==> config.mk <==
export PLATFORM = sky130hd
export DESIGN_NAME = flash_status_poller
export DESIGN_NICKNAME = d
export VERILOG_FILES = /design/src/core/flash_status_pkg.sv /design/src/core/flash_bus_cycle.sv /design/src/core/flash_status_poller.sv
export SDC_FILE = /design/constraint.sdc
export NUM_CORES = 1
export LEC_CHECK = 0
export ABC_AREA = 1
export ABC_CLOCK_PERIOD_IN_PS = 2600
export BUFFER_PORTS_ARGS = -buffer_cell sky130_fd_sc_hd__buf_2
export CORE_AREA = 2 2 86 121
export CTS_BUF_LIST = sky130_fd_sc_hd__clkbuf_16
export DETAILED_ROUTE_END_ITERATION = 7
export DIE_AREA = 0 0 88 123
export PLACE_DENSITY = 0.9
export SKIP_CTS_REPAIR_TIMING = 1
export SLEW_MARGIN = 20
export SYNTH_ARGS = -nofsm -noshare
export SYNTH_HDL_FRONTEND = slang
export SYNTH_SLANG_ARGS = --single-unit
==> constraint.sdc <==
create_clock -name clock -period 2.6 [get_ports clock]
set_input_delay 0.39 -clock clock [delete_from_list [all_inputs] [get_ports clock]]
set_output_delay 0.39 -clock clock [all_outputs]
set_load 0.01 [all_outputs]
==> src/core/flash_status_pkg.sv <==
// shared types and constants for the flash status polling controller
// assumes an 8-bit flash data bus driven through strobe pins, 10 MHz clock
package flash_status_pkg;

	// ==========================================================
	// status bit positions on the data bus
	localparam int unsigned DATA_POLL_BIT   = 7;
	localparam int unsigned TOGGLE_ONE_BIT  = 6;
	localparam int unsigned TIMEOUT_BIT     = 5;
	localparam int unsigned ERASE_WIN_BIT   = 3;
	localparam int unsigned TOGGLE_TWO_BIT  = 2;

	// ==========================================================
	// command words and unlock addresses
	localparam logic [7:0]  CMD_UNLOCK_A    = 8'hAA;
	localparam logic [7:0]  CMD_UNLOCK_B    = 8'h55;
	localparam logic [7:0]  CMD_PROGRAM     = 8'hA0;
	localparam logic [7:0]  CMD_ERASE_SETUP = 8'h80;
	localparam logic [7:0]  CMD_CHIP_ERASE  = 8'h10;
	localparam logic [7:0]  CMD_SECT_ERASE  = 8'h30;
	localparam logic [7:0]  CMD_SUSPEND     = 8'hB0;
	localparam logic [7:0]  CMD_RESUME      = 8'h30;
	localparam logic [19:0] ADDR_UNLOCK_A   = 20'h00555;
	localparam logic [19:0] ADDR_UNLOCK_B   = 20'h002AA;

	// ==========================================================
	// timing: clock rate and strobe phase lengths
	localparam int unsigned CLK_MHZ         = 10;
	localparam int unsigned STROBE_NS       = 100;
	localparam int unsigned STROBE_CYC      = (STROBE_NS * CLK_MHZ + 999) / 1000;
	localparam int unsigned SUSPEND_US      = 15;
	localparam int unsigned SUSPEND_CYC     = SUSPEND_US * CLK_MHZ;
	localparam logic [1:0]  RESET_PHASE     = 2'h0;

	// ==========================================================
	// user operations
	typedef enum logic [2:0] {
		OP_READ    = 3'h0,
		OP_PROGRAM = 3'h1,
		OP_CHIP_ER = 3'h2,
		OP_SECT_ER = 3'h3,
		OP_SECT_ADD = 3'h4,
		OP_SUSPEND = 3'h5,
		OP_RESUME  = 3'h6
	} op_e;

	// request from the user side
	typedef struct packed {
		op_e         op;
		logic [19:0] addr;
		logic [7:0]  data;
	} request_s;

	// result to the user side
	typedef struct packed {
		logic       done;     // toggle bit one stopped, operation finished
		logic       failed;   // timeout seen on two read pairs, or program bit seven wrong
		logic       suspended;
		logic       window_open;
		logic       sector_erasing;
		logic [7:0] rdata;
	} result_s;

	// one bus cycle for the strobe engine
	typedef struct packed {
		logic        write;
		logic [19:0] addr;
		logic [7:0]  data;
	} bus_cycle_s;

endpackage

==> src/core/flash_bus_cycle.sv <==
// strobe engine: performs one read or write cycle on the flash pins
// assumes the flash data pins are two-way; enable low means we drive
module flash_bus_cycle
	import flash_status_pkg::*;
#(
	parameter int unsigned PHASE_CYC = STROBE_CYC
) (
	input  wire logic        clock,
	input  wire logic        rst_n,
	input  wire logic        start,
	input  bus_cycle_s       cyc,
	output logic             busy,
	output logic             done,
	output logic [7:0]       rdata,
	output logic             chip_sel_n,
	output logic             read_n,
	output logic             write_n,
	output logic [19:0]      addr,
	output logic [7:0]       data_out,
	output logic             data_oe_n,
	input  wire logic [7:0]  data_in
);

	// ==========================================================
	// parameter checks
	initial begin
		if (PHASE_CYC < 1 || PHASE_CYC > 255) begin
			$error("phase length out of range");
		end
	end

	typedef enum logic [1:0] {
		CY_IDLE = 2'b00,
		CY_SET  = 2'b01,
		CY_ACT  = 2'b11,
		CY_END  = 2'b10
	} cyc_state_e;

	cyc_state_e  st_q, st_d;
	logic [7:0]  cnt_q, cnt_d;
	bus_cycle_s  cur_q, cur_d;
	logic [7:0]  rd_q, rd_d;
	logic [7:0]  sync1_q, sync2_q;

	// ==========================================================
	// input synchroniser for data pins
	always_ff @(posedge clock) begin
		if (!rst_n) begin
			sync1_q <= 8'h00;
			sync2_q <= 8'h00;
		end else begin
			sync1_q <= data_in;
			sync2_q <= sync1_q;
		end
	end

	// next state of the cycle sequencer
	always_comb begin
		st_d  = st_q;
		cnt_d = cnt_q;
		cur_d = cur_q;
		rd_d  = rd_q;
		case (st_q)
			CY_IDLE: begin
				if (start) begin
					cur_d = cyc;
					st_d  = CY_SET;
					cnt_d = 8'h00;
				end
			end
			CY_SET: begin
				st_d  = CY_ACT;
				cnt_d = 8'h00;
			end
			CY_ACT: begin
				// two extra cycles cover the read synchroniser delay
				if (cnt_q >= 8'(PHASE_CYC + 1)) begin
					rd_d = sync2_q;
					st_d = CY_END;
				end else begin
					cnt_d = cnt_q + 8'h01;
				end
			end
			CY_END: begin
				st_d = CY_IDLE;
			end
			default: begin
				st_d = CY_IDLE;
			end
		endcase
	end

	// register the cycle sequencer
	always_ff @(posedge clock) begin
		if (!rst_n) begin
			st_q  <= CY_IDLE;
			cnt_q <= 8'h00;
			cur_q <= '0;
			rd_q  <= 8'h00;
		end else begin
			st_q  <= st_d;
			cnt_q <= cnt_d;
			cur_q <= cur_d;
			rd_q  <= rd_d;
		end
	end

	// pin drive: chip select spans the whole cycle, strobe only the active phase
	// each read is a fresh strobe pair so the device advances its toggle bits
	assign busy       = (st_q != CY_IDLE);
	assign done       = (st_q == CY_END);
	assign rdata      = rd_q;
	// select stays low through the end phase so the write strobe rises first
	assign chip_sel_n = (st_q == CY_IDLE);
	assign read_n     = !(st_q == CY_ACT && !cur_q.write);
	assign write_n    = !(st_q == CY_ACT && cur_q.write);
	assign addr       = cur_q.addr;
	assign data_out   = cur_q.data;
	assign data_oe_n  = !(cur_q.write && st_q != CY_IDLE);

endmodule

==> src/core/flash_status_poller.sv <==
// host-side controller that issues flash program/erase sequences and
// interprets the status flags read back from the data bus
// assumes a flash device on the pins, a single 10 MHz clock, user on req/res ports
//
// How it works
// RULE1 - during program, poll bit reads inverse of written bit seven until done
// RULE2 - during erase poll bit reads zero, reads one when erase finished
// RULE3 - suspend entry shows poll bit rising; host polls inside erasing sector
// RULE4 - program inside suspend polls exactly like ordinary program
// RULE5 - poll status valid after sixth chip-erase write or last sector write
// RULE6 - host polls erase status at an address inside an erasing sector
// RULE7 - poll bit may flip early; host re-reads for a full valid byte
// RULE8 - poll status only present during program, erase, suspend or window
// RULE9 - toggle bit one inverts each read while busy, stops when done
// RULE10 - toggle bit one valid after fourth program or sixth erase write
// RULE11 - program of protected sector toggles about two microseconds then stops
// RULE12 - erase of all-protected sectors toggles about hundred microseconds, then read
// RULE13 - toggle bit one advances on select or read strobe, suspend, resume
// RULE14 - timeout bit reads one on pulse-count overrun, zero otherwise
// RULE15 - after timeout only poll and toggle one still work
// RULE16 - programming zero to one locks device; host must reset it
// RULE17 - suspend read of suspended sector toggles bit two, poll and one read one
// RULE18 - program in suspend: programmed byte reads one on toggle two
// RULE19 - program in suspend keeps toggle one inverting until program finishes
// RULE20 - erase window bit zero while more sector commands accepted, one after
// RULE21 - erasing sector reads toggle bit two toggling during erase
// RULE22 - ready-busy goes low after fourth or sixth write, until algorithm ends
// RULE23 - status appears only with chip select and read strobe both low
module flash_status_poller
	import flash_status_pkg::*;
(
	input  wire logic        clock,
	input  wire logic        rst_n,
	input  wire logic        req_valid,
	output logic             req_ready,
	input  request_s         req,
	output logic             res_valid,
	output result_s          res,
	output logic             chip_sel_n,
	output logic             read_n,
	output logic             write_n,
	output logic             flash_reset_n,
	output logic [19:0]      addr,
	output logic [7:0]       data_out,
	output logic             data_oe_n,
	input  wire logic [7:0]  data_in,
	input  wire logic        ready_busy_n
);

	// ==========================================================
	// state machine
	typedef enum logic [2:0] {
		S_IDLE  = 3'b000,
		S_WRITE = 3'b001,
		S_POLL1 = 3'b011,
		S_POLL2 = 3'b010,
		S_CHECK = 3'b110,
		S_FINAL = 3'b111,
		S_RESET = 3'b101,
		S_DONE  = 3'b100
	} ctl_state_e;

	ctl_state_e  st_q, st_d;
	request_s    req_q, req_d;
	logic [2:0]  widx_q, widx_d;
	logic [7:0]  first_q, first_d;
	result_s     res_q, res_d;
	logic        susp_q, susp_d;
	logic        tmo_q, tmo_d;      // timeout bit seen once, awaiting confirmation
	logic        rst_pin_q, rst_pin_d;
	logic        rb1_q, rb2_q;
	logic        cyc_start;
	bus_cycle_s  cyc;
	logic        cyc_busy;
	logic        cyc_done;
	logic [7:0]  cyc_rdata;

	// number of writes in each command sequence
	function automatic logic [2:0] seq_len(input op_e op);
		case (op)
			OP_PROGRAM: seq_len = 3'h4;
			OP_CHIP_ER: seq_len = 3'h6;
			OP_SECT_ER: seq_len = 3'h6;
			default:    seq_len = 3'h1;
		endcase
	endfunction

	// one write of a command sequence, by index
	function automatic bus_cycle_s seq_cycle(input request_s r, input logic [2:0] i);
		bus_cycle_s c;
		c.write = 1'b1;
		// second unlock write of each pair goes to the other address
		c.addr  = (i == 3'h1 || i == 3'h4) ? ADDR_UNLOCK_B : ADDR_UNLOCK_A;
		c.data  = (i == 3'h1 || i == 3'h4) ? CMD_UNLOCK_B : CMD_UNLOCK_A;
		case (r.op)
			OP_PROGRAM: begin
				if (i == 3'h2) c.data = CMD_PROGRAM;
				if (i == 3'h3) begin
					c.addr = r.addr;
					c.data = r.data;
				end
			end
			OP_CHIP_ER, OP_SECT_ER: begin
				if (i == 3'h2) c.data = CMD_ERASE_SETUP;
				if (i == 3'h5) begin
					c.data = (r.op == OP_CHIP_ER) ? CMD_CHIP_ERASE : CMD_SECT_ERASE;
					c.addr = (r.op == OP_CHIP_ER) ? ADDR_UNLOCK_A : r.addr;
				end
			end
			OP_SECT_ADD: begin
				c.addr = r.addr;
				c.data = CMD_SECT_ERASE;
			end
			OP_SUSPEND: c.data = CMD_SUSPEND;
			OP_RESUME:  c.data = CMD_RESUME;
			default:    c.data = CMD_UNLOCK_A;
		endcase
		return c;
	endfunction

	// ==========================================================
	// ready-busy pin synchroniser
	always_ff @(posedge clock) begin
		if (!rst_n) begin
			rb1_q <= 1'b1;
			rb2_q <= 1'b1;
		end else begin
			rb1_q <= ready_busy_n;
			rb2_q <= rb1_q;
		end
	end

	// next state: sequence writes, then two-read toggle polling
	always_comb begin
		st_d      = st_q;
		req_d     = req_q;
		widx_d    = widx_q;
		first_d   = first_q;
		res_d     = res_q;
		susp_d    = susp_q;
		tmo_d     = tmo_q;
		rst_pin_d = 1'b1;
		cyc_start = 1'b0;
		cyc       = '0;
		case (st_q)
			S_IDLE: begin
				if (req_valid) begin
					req_d  = req;
					widx_d = 3'h0;
					tmo_d  = 1'b0;
					res_d  = '0;
					st_d   = (req.op == OP_READ) ? S_FINAL : S_WRITE;
				end
			end
			S_WRITE: begin
				cyc       = seq_cycle(req_q, widx_q);
				cyc_start = !cyc_busy;
				if (cyc_done) begin
					if (widx_q == seq_len(req_q.op) - 3'h1) begin
						// RULE5 status valid now
						// RULE10 after last strobe
						st_d = S_POLL1;
					end else begin
						widx_d = widx_q + 3'h1;
					end
				end
			end
			S_POLL1: begin
				// RULE6 poll at target sector
				// RULE13 each read toggles select and strobe
				cyc.addr  = req_q.addr;
				cyc_start = !cyc_busy;
				if (cyc_done) begin
					first_d = cyc_rdata;
					st_d    = S_POLL2;
				end
			end
			S_POLL2: begin
				cyc.addr  = req_q.addr;
				cyc_start = !cyc_busy;
				if (cyc_done) begin
					st_d = S_CHECK;
					// RULE20 window flag reporting
					res_d.window_open = !cyc_rdata[ERASE_WIN_BIT];
					// RULE9 toggle one stopped means done
					// RULE11 protected program stops toggling too
					// RULE12 protected erase returns to read
					if (cyc_rdata[TOGGLE_ONE_BIT] == first_q[TOGGLE_ONE_BIT]) begin
						// RULE3 suspend entered: poll one, toggle one steady
						if (req_q.op == OP_SUSPEND) begin
							susp_d = 1'b1;
						end
						res_d.done = 1'b1;
						// RULE7 re-read for valid full byte
						st_d = S_FINAL;
					// RULE14 timeout bit raised
					// RULE15 only toggle still runs
					end else if (cyc_rdata[TIMEOUT_BIT] && tmo_q) begin
						res_d.failed = 1'b1;
						// RULE16 lockup needs device reset
						st_d = S_RESET;
						widx_d = 3'h0;
					end else begin
						// RULE1 program poll inverts bit seven
						// RULE2 erase poll reads zero
						// RULE4 same in suspend
						// RULE19 keep polling
						st_d = S_POLL1;
						// RULE14 timeout on a finishing read needs a second pair
						tmo_d = cyc_rdata[TIMEOUT_BIT];
						// RULE21 erasing sector shows toggle two
						// RULE17 suspended sector shows toggle two
						res_d.sector_erasing = res_q.sector_erasing
							| (cyc_rdata[TOGGLE_TWO_BIT] ^ first_q[TOGGLE_TWO_BIT]);
					end
				end
			end
			S_RESET: begin
				rst_pin_d = 1'b0;
				widx_d    = widx_q + 3'h1;
				if (widx_q == 3'h7) begin
					susp_d = 1'b0;
					st_d   = S_DONE;
				end
			end
			S_FINAL: begin
				cyc.addr  = req_q.addr;
				cyc_start = !cyc_busy;
				if (cyc_done) begin
					res_d.rdata = cyc_rdata;
					// RULE1 true data bit seven on completion
					if (req_q.op == OP_PROGRAM && cyc_rdata[DATA_POLL_BIT] != req_q.data[DATA_POLL_BIT]) begin
						res_d.failed = 1'b1;
					end
					st_d = S_DONE;
				end
			end
			S_DONE: begin
				if (req_q.op == OP_RESUME) begin
					susp_d = 1'b0;
				end
				res_d.suspended = susp_d;
				st_d = S_IDLE;
			end
			default: st_d = S_IDLE;
		endcase
	end

	// register controller state
	always_ff @(posedge clock) begin
		if (!rst_n) begin
			st_q      <= S_IDLE;
			req_q     <= '0;
			widx_q    <= 3'h0;
			first_q   <= 8'h00;
			res_q     <= '0;
			susp_q    <= 1'b0;
			tmo_q     <= 1'b0;
			rst_pin_q <= 1'b0;
		end else begin
			st_q      <= st_d;
			req_q     <= req_d;
			widx_q    <= widx_d;
			first_q   <= first_d;
			res_q     <= res_d;
			susp_q    <= susp_d;
			tmo_q     <= tmo_d;
			rst_pin_q <= rst_pin_d;
		end
	end

	// RULE23 reads only with select and strobe low
	flash_bus_cycle u_cycle (
		.clock      (clock),
		.rst_n      (rst_n),
		.start      (cyc_start),
		.cyc        (cyc),
		.busy       (cyc_busy),
		.done       (cyc_done),
		.rdata      (cyc_rdata),
		.chip_sel_n (chip_sel_n),
		.read_n     (read_n),
		.write_n    (write_n),
		.addr       (addr),
		.data_out   (data_out),
		.data_oe_n  (data_oe_n),
		.data_in    (data_in)
	);

	assign req_ready     = (st_q == S_IDLE);
	assign res_valid     = (st_q == S_DONE);
	assign res           = res_q;
	assign flash_reset_n = rst_pin_q;

	// ==========================================================
	// checks
	a_ready_low_busy: assert property (@(posedge clock) disable iff (!rst_n)
		((st_q == S_POLL1 || st_q == S_POLL2) && !rb2_q) |-> write_n)
		else $error("write while device busy"); // RULE22

	a_reset_pulse_len: assert property (@(posedge clock) disable iff (!rst_n)
		$fell(flash_reset_n) |-> !flash_reset_n [*8]) else $error("reset pulse short"); // RULE16

	a_strobes_apart: assert property (@(posedge clock) disable iff (!rst_n)
		!(read_n == 1'b0 && write_n == 1'b0)) else $error("read and write together"); // RULE23

	a_read_under_sel: assert property (@(posedge clock) disable iff (!rst_n)
		!read_n |-> !chip_sel_n && data_oe_n) else $error("read without select"); // RULE23

	a_poll_after_seq: assert property (@(posedge clock) disable iff (!rst_n)
		(st_q == S_WRITE && st_d == S_POLL1) |-> widx_q == seq_len(req_q.op) - 3'h1)
		else $error("poll before last write"); // RULE5

	a_done_on_stop: assert property (@(posedge clock) disable iff (!rst_n)
		(st_q == S_POLL2 && cyc_done && cyc_rdata[TOGGLE_ONE_BIT] == first_q[TOGGLE_ONE_BIT])
		|=> res_q.done && st_q == S_FINAL) else $error("stop not seen"); // RULE9

	a_fail_on_timeout: assert property (@(posedge clock) disable iff (!rst_n)
		(st_q == S_POLL2 && cyc_done && cyc_rdata[TOGGLE_ONE_BIT] != first_q[TOGGLE_ONE_BIT]
		&& cyc_rdata[TIMEOUT_BIT] && tmo_q) |=> res_q.failed ##1 !flash_reset_n)
		else $error("timeout missed"); // RULE14

	a_timeout_confirm: assert property (@(posedge clock) disable iff (!rst_n)
		(st_q == S_POLL2 && cyc_done && cyc_rdata[TOGGLE_ONE_BIT] != first_q[TOGGLE_ONE_BIT]
		&& cyc_rdata[TIMEOUT_BIT] && !tmo_q) |=> st_q == S_POLL1 && tmo_q)
		else $error("timeout not confirmed"); // RULE14

	a_keep_polling: assert property (@(posedge clock) disable iff (!rst_n)
		(st_q == S_POLL2 && cyc_done && cyc_rdata[TOGGLE_ONE_BIT] != first_q[TOGGLE_ONE_BIT]
		&& !cyc_rdata[TIMEOUT_BIT]) |=> st_q == S_POLL1) else $error("polling stopped early"); // RULE19

endmodule

=== Word-level counts from Yosys, hierarchy flattened ===
Index checks and enable logic that the tools add are counted.

* Bits in registers: 123
* Bits of input ports: 43
* Output and inout bits: 48

* Add/sub/neg operators: 3
* $lt $le $gt $ge: 1
* Equality and inequality tests: 41
* Multiplexer cells: 69
* Bitwise operators: 2
* Reductions and logical operators: 42

{| class="wikitable"
|+ Operators by type and width
! cell !! count
|-
| 20-bit one-hot mux with 3 select lines || 1
|-
| 28-bit 2-to-1 mux || 2
|-
| 8-bit 2-to-1 mux || 7
|-
| 3-bit 2-to-1 mux || 18
|-
| 20-bit one-hot mux with 2 select lines || 1
|-
| 8-bit one-hot mux with 4 select lines || 1
|-
| 2-bit inequality test (second input constant) || 15
|-
| 3-bit equality test (second input constant) || 9
|-
| 8-bit one-hot mux with 3 select lines || 1
|-
| 7-bit AND reduction || 3
|-
| 20-bit 2-to-1 mux || 1
|-
| 1-bit 2-to-1 mux || 19
|-
| 3-bit by 2-bit equality test with 1-bit output (second input constant) || 6
|-
| 3-bit one-hot mux with 6 select lines || 1
|-
| 8-bit one-hot mux with 2 select lines || 1
|-
| 13-bit 2-to-1 mux || 1
|-
| 3-bit one-hot mux with 4 select lines || 1
|-
| 2-bit AND reduction || 6
|-
| 11-bit 2-to-1 mux || 1
|-
| 5-bit AND reduction || 2
|-
| 3-bit by 1-bit equality test with 1-bit output (second input constant) || 3
|-
| 3-bit AND reduction || 3
|-
| 3-bit nonzero test || 3
|-
| 8-bit by 1-bit adder with 8-bit output (second input constant) || 1
|-
| 29 further kinds || 51
|}

=== Depth between registers and ports, before layout ===
* Depth in word-level cells: 10
* Mapped depth: 12
* Depth with buffers taken out: 11

=== Modules after synthesis ===
From an unflattened synthesis, not the netlist that was laid out.

* Cells, all modules: 814
* Area total of the unflattened synthesis: 5759.3 um^2

{| class="wikitable"
|+ Modules (own cells, without submodules)
! module !! instances !! cells each !! area an instance (um^2) !! sequential area each (um^2)
|-
| flash_status_poller || 1 || 515 || 3323.2 || 1101.1
|-
| flash_bus_cycle || 1 || 299 || 2436.1 || 1261.2
|}

=== Least setup slack after synthesis ===
Ideal clock, no wire load.

* Path kind: flip-flop to flip-flop
* Start point: reg widx_q[0]
* End point: reg u_cycle.cur_q, in the netlist u_cycle.addr[17]
* Library setup time: 0.109 ns
* Data arrival time: 1.520 ns
* Required time: 2.491 ns
* Setup slack: 0.971 ns
* Cell stages (with the launch flop): 11
* Buffers on the path: 2
* Clock period less this slack: 1.629 ns
* Path through: dfxtp_1 -> ha_1 -> ha_1 -> buf_2 -> inv_2 -> buf_2 -> nor3_1 -> o21ai_0 -> nand3_1 -> nand2_1 -> inv_1

* Word-level cells in the longest chain between the ends: 4
* Elaborated cells between the ends (all ways): 6
* Those cells by class: eq/ne (2); mux (4)

{| class="wikitable"
|+ RTL lines
! item !! RTL line !! source
|-
| from (decl) || flash_status_poller.sv:65 || <nowiki>logic [2:0] widx_q, widx_d;</nowiki>
|-
| from (signal assigned) || flash_status_poller.sv:263 || <nowiki>widx_q <= widx_d;</nowiki>
|-
| 3-bit equality test / 3-bit by 2-bit equality test with 1-bit output (equally long branches) || flash_status_poller.sv:105, flash_status_poller.sv:98 ||
|-
| 28-bit 2-to-1 mux, on equally long branches || flash_status_poller.sv:105, flash_status_poller.sv:98 ||
|-
| 20-bit one-hot mux with 3 select lines (*) || flash_status_poller.sv:95 || <nowiki>case (r.op)</nowiki>
|-
| 20-bit one-hot mux with 2 select lines (*) || flash_status_poller.sv:145 || <nowiki>case (st_q)</nowiki>
|-
| to (signal assigned) || flash_bus_cycle.sv:103 || <nowiki>cur_q <= cur_d;</nowiki>
|-
| to (decl) || flash_bus_cycle.sv:41 || <nowiki>bus_cycle_s cur_q, cur_d;</nowiki>
|}

Every way passes the cells marked *; elsewhere a longest branch is shown, timed or not.
A chain may end at the register's enable or synchronous reset.

=== Final worst setup path ===
* Start point: reg widx_q[2]
* End point: reg u_cycle.cur_q, in the netlist u_cycle.addr[0]

* Word-level cells in the longest chain between the ends: 6
* Elaborated cells between the ends (all ways): 10
* Those cells by class: eq/ne (4); mux (5); reduce/logical (1)

{| class="wikitable"
|+ RTL lines
! item !! RTL line !! source
|-
| 3-bit by 1-bit equality test with 1-bit output / 3-bit equality test (equally long branches) || flash_status_poller.sv:93 || <nowiki>c.addr = (i == 3'h1 || i == 3'h4) ? ADDR_UNLOCK_B : ADDR_UNLOCK_A;</nowiki>
|-
| 1-bit logical OR || flash_status_poller.sv:93 ||
|-
| 11-bit 2-to-1 mux || flash_status_poller.sv:93 ||
|-
| 28-bit 2-to-1 mux, on equally long branches || flash_status_poller.sv:105, flash_status_poller.sv:98 ||
|-
| 20-bit one-hot mux with 3 select lines (*) || flash_status_poller.sv:95 ||
|-
| 20-bit one-hot mux with 2 select lines (*) || flash_status_poller.sv:145 ||
|}

Marked as above.

==> metrics.md <==
| Metric | Value |
|---|---|
| Status | `finished clean` |
| Worst-Margin Slew | `0.489 ns` |
| Hold depth | `3` |
| Top post-synthesis cells by area | `dfxtp_1, nand2_1, a21oi_1` |
| CTS max path bufs | `2` |
| Clock Sinks | `118` |
| DIE HEIGHT | `123 um` |
| Layout Utilization | `69.0%` |
| Dpl cell area | `6130 sq um` |
| Critical R2R Capture | `u_cycle.addr[0]` |
| Fin nets | `939` |
| Post-Route WL | `14100 um` |
| Layout cells sized above 1 | `18.6%` |
| Die width | `88 um` |
| Avg WL per Cell | `13.7 um` |
| Port Buffers | `89` |
| Worst ir drop on vdd | `0.000634 V` |
| Slew headroom | `67.3%` |
| CP Capture Type | `register` |
| R2R depth | `8` |
| Compound-cell area share of the yosys netlist | `21.0%` |
| Area delta synth->final | `14.9%` |
| Worst Path Arrival | `2.34 ns` |
| Grt ovf | `0` |
| Synth Area in Simple Gates | `22.8%` |
| Synthesis Warnings | `0` |
| Setup TNS | `0 ns` |
| Crit path required time | `2.90 ns` |
| Initial Utilization | `60.1%` |
| Crit Path Class | `register to register` |
| Post-Synth Adder-Cell Area | `2.14%` |
| Drt pass-1 iters | `6` |
| Antenna Diode Count | `0` |
| CTS root buffer | `clkbuf_16` |
| CP cell instances | `inv_2, ha_1, inv_2, nand2_1, a21oi_1, nand3_1, nand2_1, a21oi_1` |
| Vias | `5603` |
| Fill count | `805` |
| Skew final | `0.00495 ns` |
| Fmax | `491 MHz` |
| Placer's final routability congestion estimate | `0.842` |
| Power Dens Cells | `1190 nW/um^2` |
| Max cap viols | `0` |
| Post-DRT Antenna Nets | `0` |
| Post-Syn Nets | `890` |
| Yosys reg bits | `118` |
| Fin. Hold Viols | `0` |
| Syn Area/Cell | `6.99 sq um` |
| Final setup viols | `0` |
| Synthesized area | `5850 sq um` |
| Core area | `9740 sq um` |
| RR Startpoint | `widx_q[2]` |
| Total GRT Usage | `27.1%` |
| Commonest non-fill, non-tap cells in the layout | `nand2_1, dfxtp_1, a21oi_1` |
| Register area share after synthesis | `40.4%` |
| Initial DRC Count | `463` |
| Vias in the first global route | `5214` |
| Commonest non-fill, non-tap cell in the layout | `nand2_1` |
| HP Class | `primary input to register` |
| Slowest library cell on the worst path | `dfxtp_1` |
| Final period utilization | `78.3%` |
| First-pass GRT wire length | `23200 um` |
| R2R Setup Slk | `0.56 ns` |
| Leak Pwr | `3.12 nW` |
| Largest net degree at the start of global routing | `36` |
| Hold Startpoint | `data_in[2]` |
| CTS tree | `done` |
| Hold endpoint | `u_cycle.sync1_q[2]` |
| Worst-Skew Late Latency | `0.41 ns` |
| Crit path time final | `2.04 ns` |
| Vias per inst | `5.42` |
| Row Count | `43` |
| # DRC | `0` |
| Dominant cell type by area after synthesis | `dfxtp_1` |
| Synthesized instance count | `837` |
| Combinational family with the most area after synthesis | `simple AND/OR/NAND/NOR gates` |
| Final Slew Violations | `0` |
| Area of the multi-input gates | `2720 sq um` |
| H-Tree Level Count | `4` |
| Final instance area | `6720 sq um` |
| Mux share of post-synthesis cell area | `0.171%` |
| Synthesized-area fraction occupied by xor and xnor cells | `0.300%` |
| Dpl hpwl | `9420 um` |
| RSZ-0062 raised after global routing | `no` |
| Startpoint Class | `register` |
| Number of buffers created by CTS | `17` |
| Top-area cell type share of the netlist area | `40.4%` |
| Worst-path clk slew | `0.05 ns` |
| Initial antenna violation count | `0` |
| I/O pins | `91` |
| Crit Path Max Fanout | `25` |
| FF+latch area | `2360 sq um` |
| Critical path's largest stage delay | `0.50 ns` |
| Full die area | `10800 sq um` |
| Cell variety after synth | `34` |
-- worst max-delay path by stage --
stage / startpoint / to / cells after the start
floorplan: widx_q[0] / u_cycle.addr[17] / 10
global placement: widx_q[2] / u_cycle.addr[0] / 8
detailed placement: widx_q[2] / u_cycle.addr[0] / 8
CTS: widx_q[0] / u_cycle.addr[0] / 8
global route: widx_q[2] / u_cycle.addr[0] / 8
finish: widx_q[2] / u_cycle.addr[0] / 8
-- power by group --
| group | total, mW | switching [mW] | internal (mW) |
|---|---|---|---|
| registers | 2.52 | 0.291 | 2.23 |
| clock network | 2.36 | 0.790 | 1.57 |
| logic | 3.08 | 2.06 | 1.03 |
| total | 7.96 | 3.14 | 4.82 |
-- cells by family (layout without fill, tap and decap cells) --
logic type / Yosys count / count (layout)
simple gates: 310 / 310
compound gates: 232 / 232
buf+inv: 164 / 225
flops: 118 / 118
fa+ha+maj: 10 / 10
xor+xnor: 2 / 2
mux: 1 / 1
-- critical path: cells and delay by family (launching register included) --
kind / cells / cell delay [ns]
compound gates: 2 / 0.27
fa+ha+maj: 1 / 0.24
buf+inv: 2 / 0.47
flops: 1 / 0.50
simple gates: 3 / 0.44
-- cell type report --
type	instances	share of cell area, %
timing repair buffer	100	7.86
tap	135	2.51
sequential	118	35.2
clock buffer	17	6.33
multi-input combinational	555	40.4
inverter	94	5.25
clock inverter	14	2.46
-- stage by stage --
step,setup WS [ns],hold WS [ns],cells,power [mW]
floorplan,0.971,0.390,837,4.99
global placement,0.721,0.394,1002,5.47
detailed placement,0.659,0.398,1002,5.54
CTS,0.625,0.151,1033,7.94
global route,0.375,0.165,1033,8.50
finish,0.563,0.157,1033,7.96
-- cell usage after synthesis --
| master | n |
|---|---|
| a21oi_1 | 98 |
| o21ai_0 | 93 |
| a21oi_2 | 5 |
| mux2i_1 | 1 |
| buf_4 | 30 |
| nand3_1 | 26 |
| o21ai_2 | 1 |
| nand4_1 | 12 |
| or2_2 | 1 |
| clkinv_1 | 1 |
| nor3_4 | 1 |
| buf_2 | 15 |
| a31oi_1 | 2 |
| dfxtp_1 | 118 |
| inv_2 | 19 |
| buf_6 | 3 |
| nor2_4 | 3 |
| nor3_1 | 14 |
| xor2_1 | 1 |
| clkbuf_1 | 19 |
| buf_1 | 3 |
| nor2_1 | 56 |
| ha_1 | 10 |
| o21ai_1 | 15 |
| nand3b_1 | 5 |
| o211ai_1 | 7 |
| nor3b_1 | 1 |
| nand2_1 | 179 |
| xnor2_1 | 1 |
| inv_1 | 74 |
| o22ai_1 | 1 |
| nor2_2 | 4 |
| o21a_1 | 10 |
| nand2_2 | 8 |
-- registers in the layout, summed over array words and instances, names as in the netlist, 2 cells and up --
name              cells
st_q                  3
u_cycle.cnt_q         8
u_cycle.addr         20
req_q                31
u_cycle.st_q          2
u_cycle.sync2_q       8
u_cycle.sync1_q       8
widx_q                3
res                  13
u_cycle.rdata         8
first_q               2
u_cycle.data_out      8
-- routing by layer --
metal  share of wire (%)  track usage (%)
met5                   0                0
met1                  39             30.6
met4                 2.9             12.7
met2                  52             47.8
met3                 6.2             6.21
(Power assumes the default switching activity.)
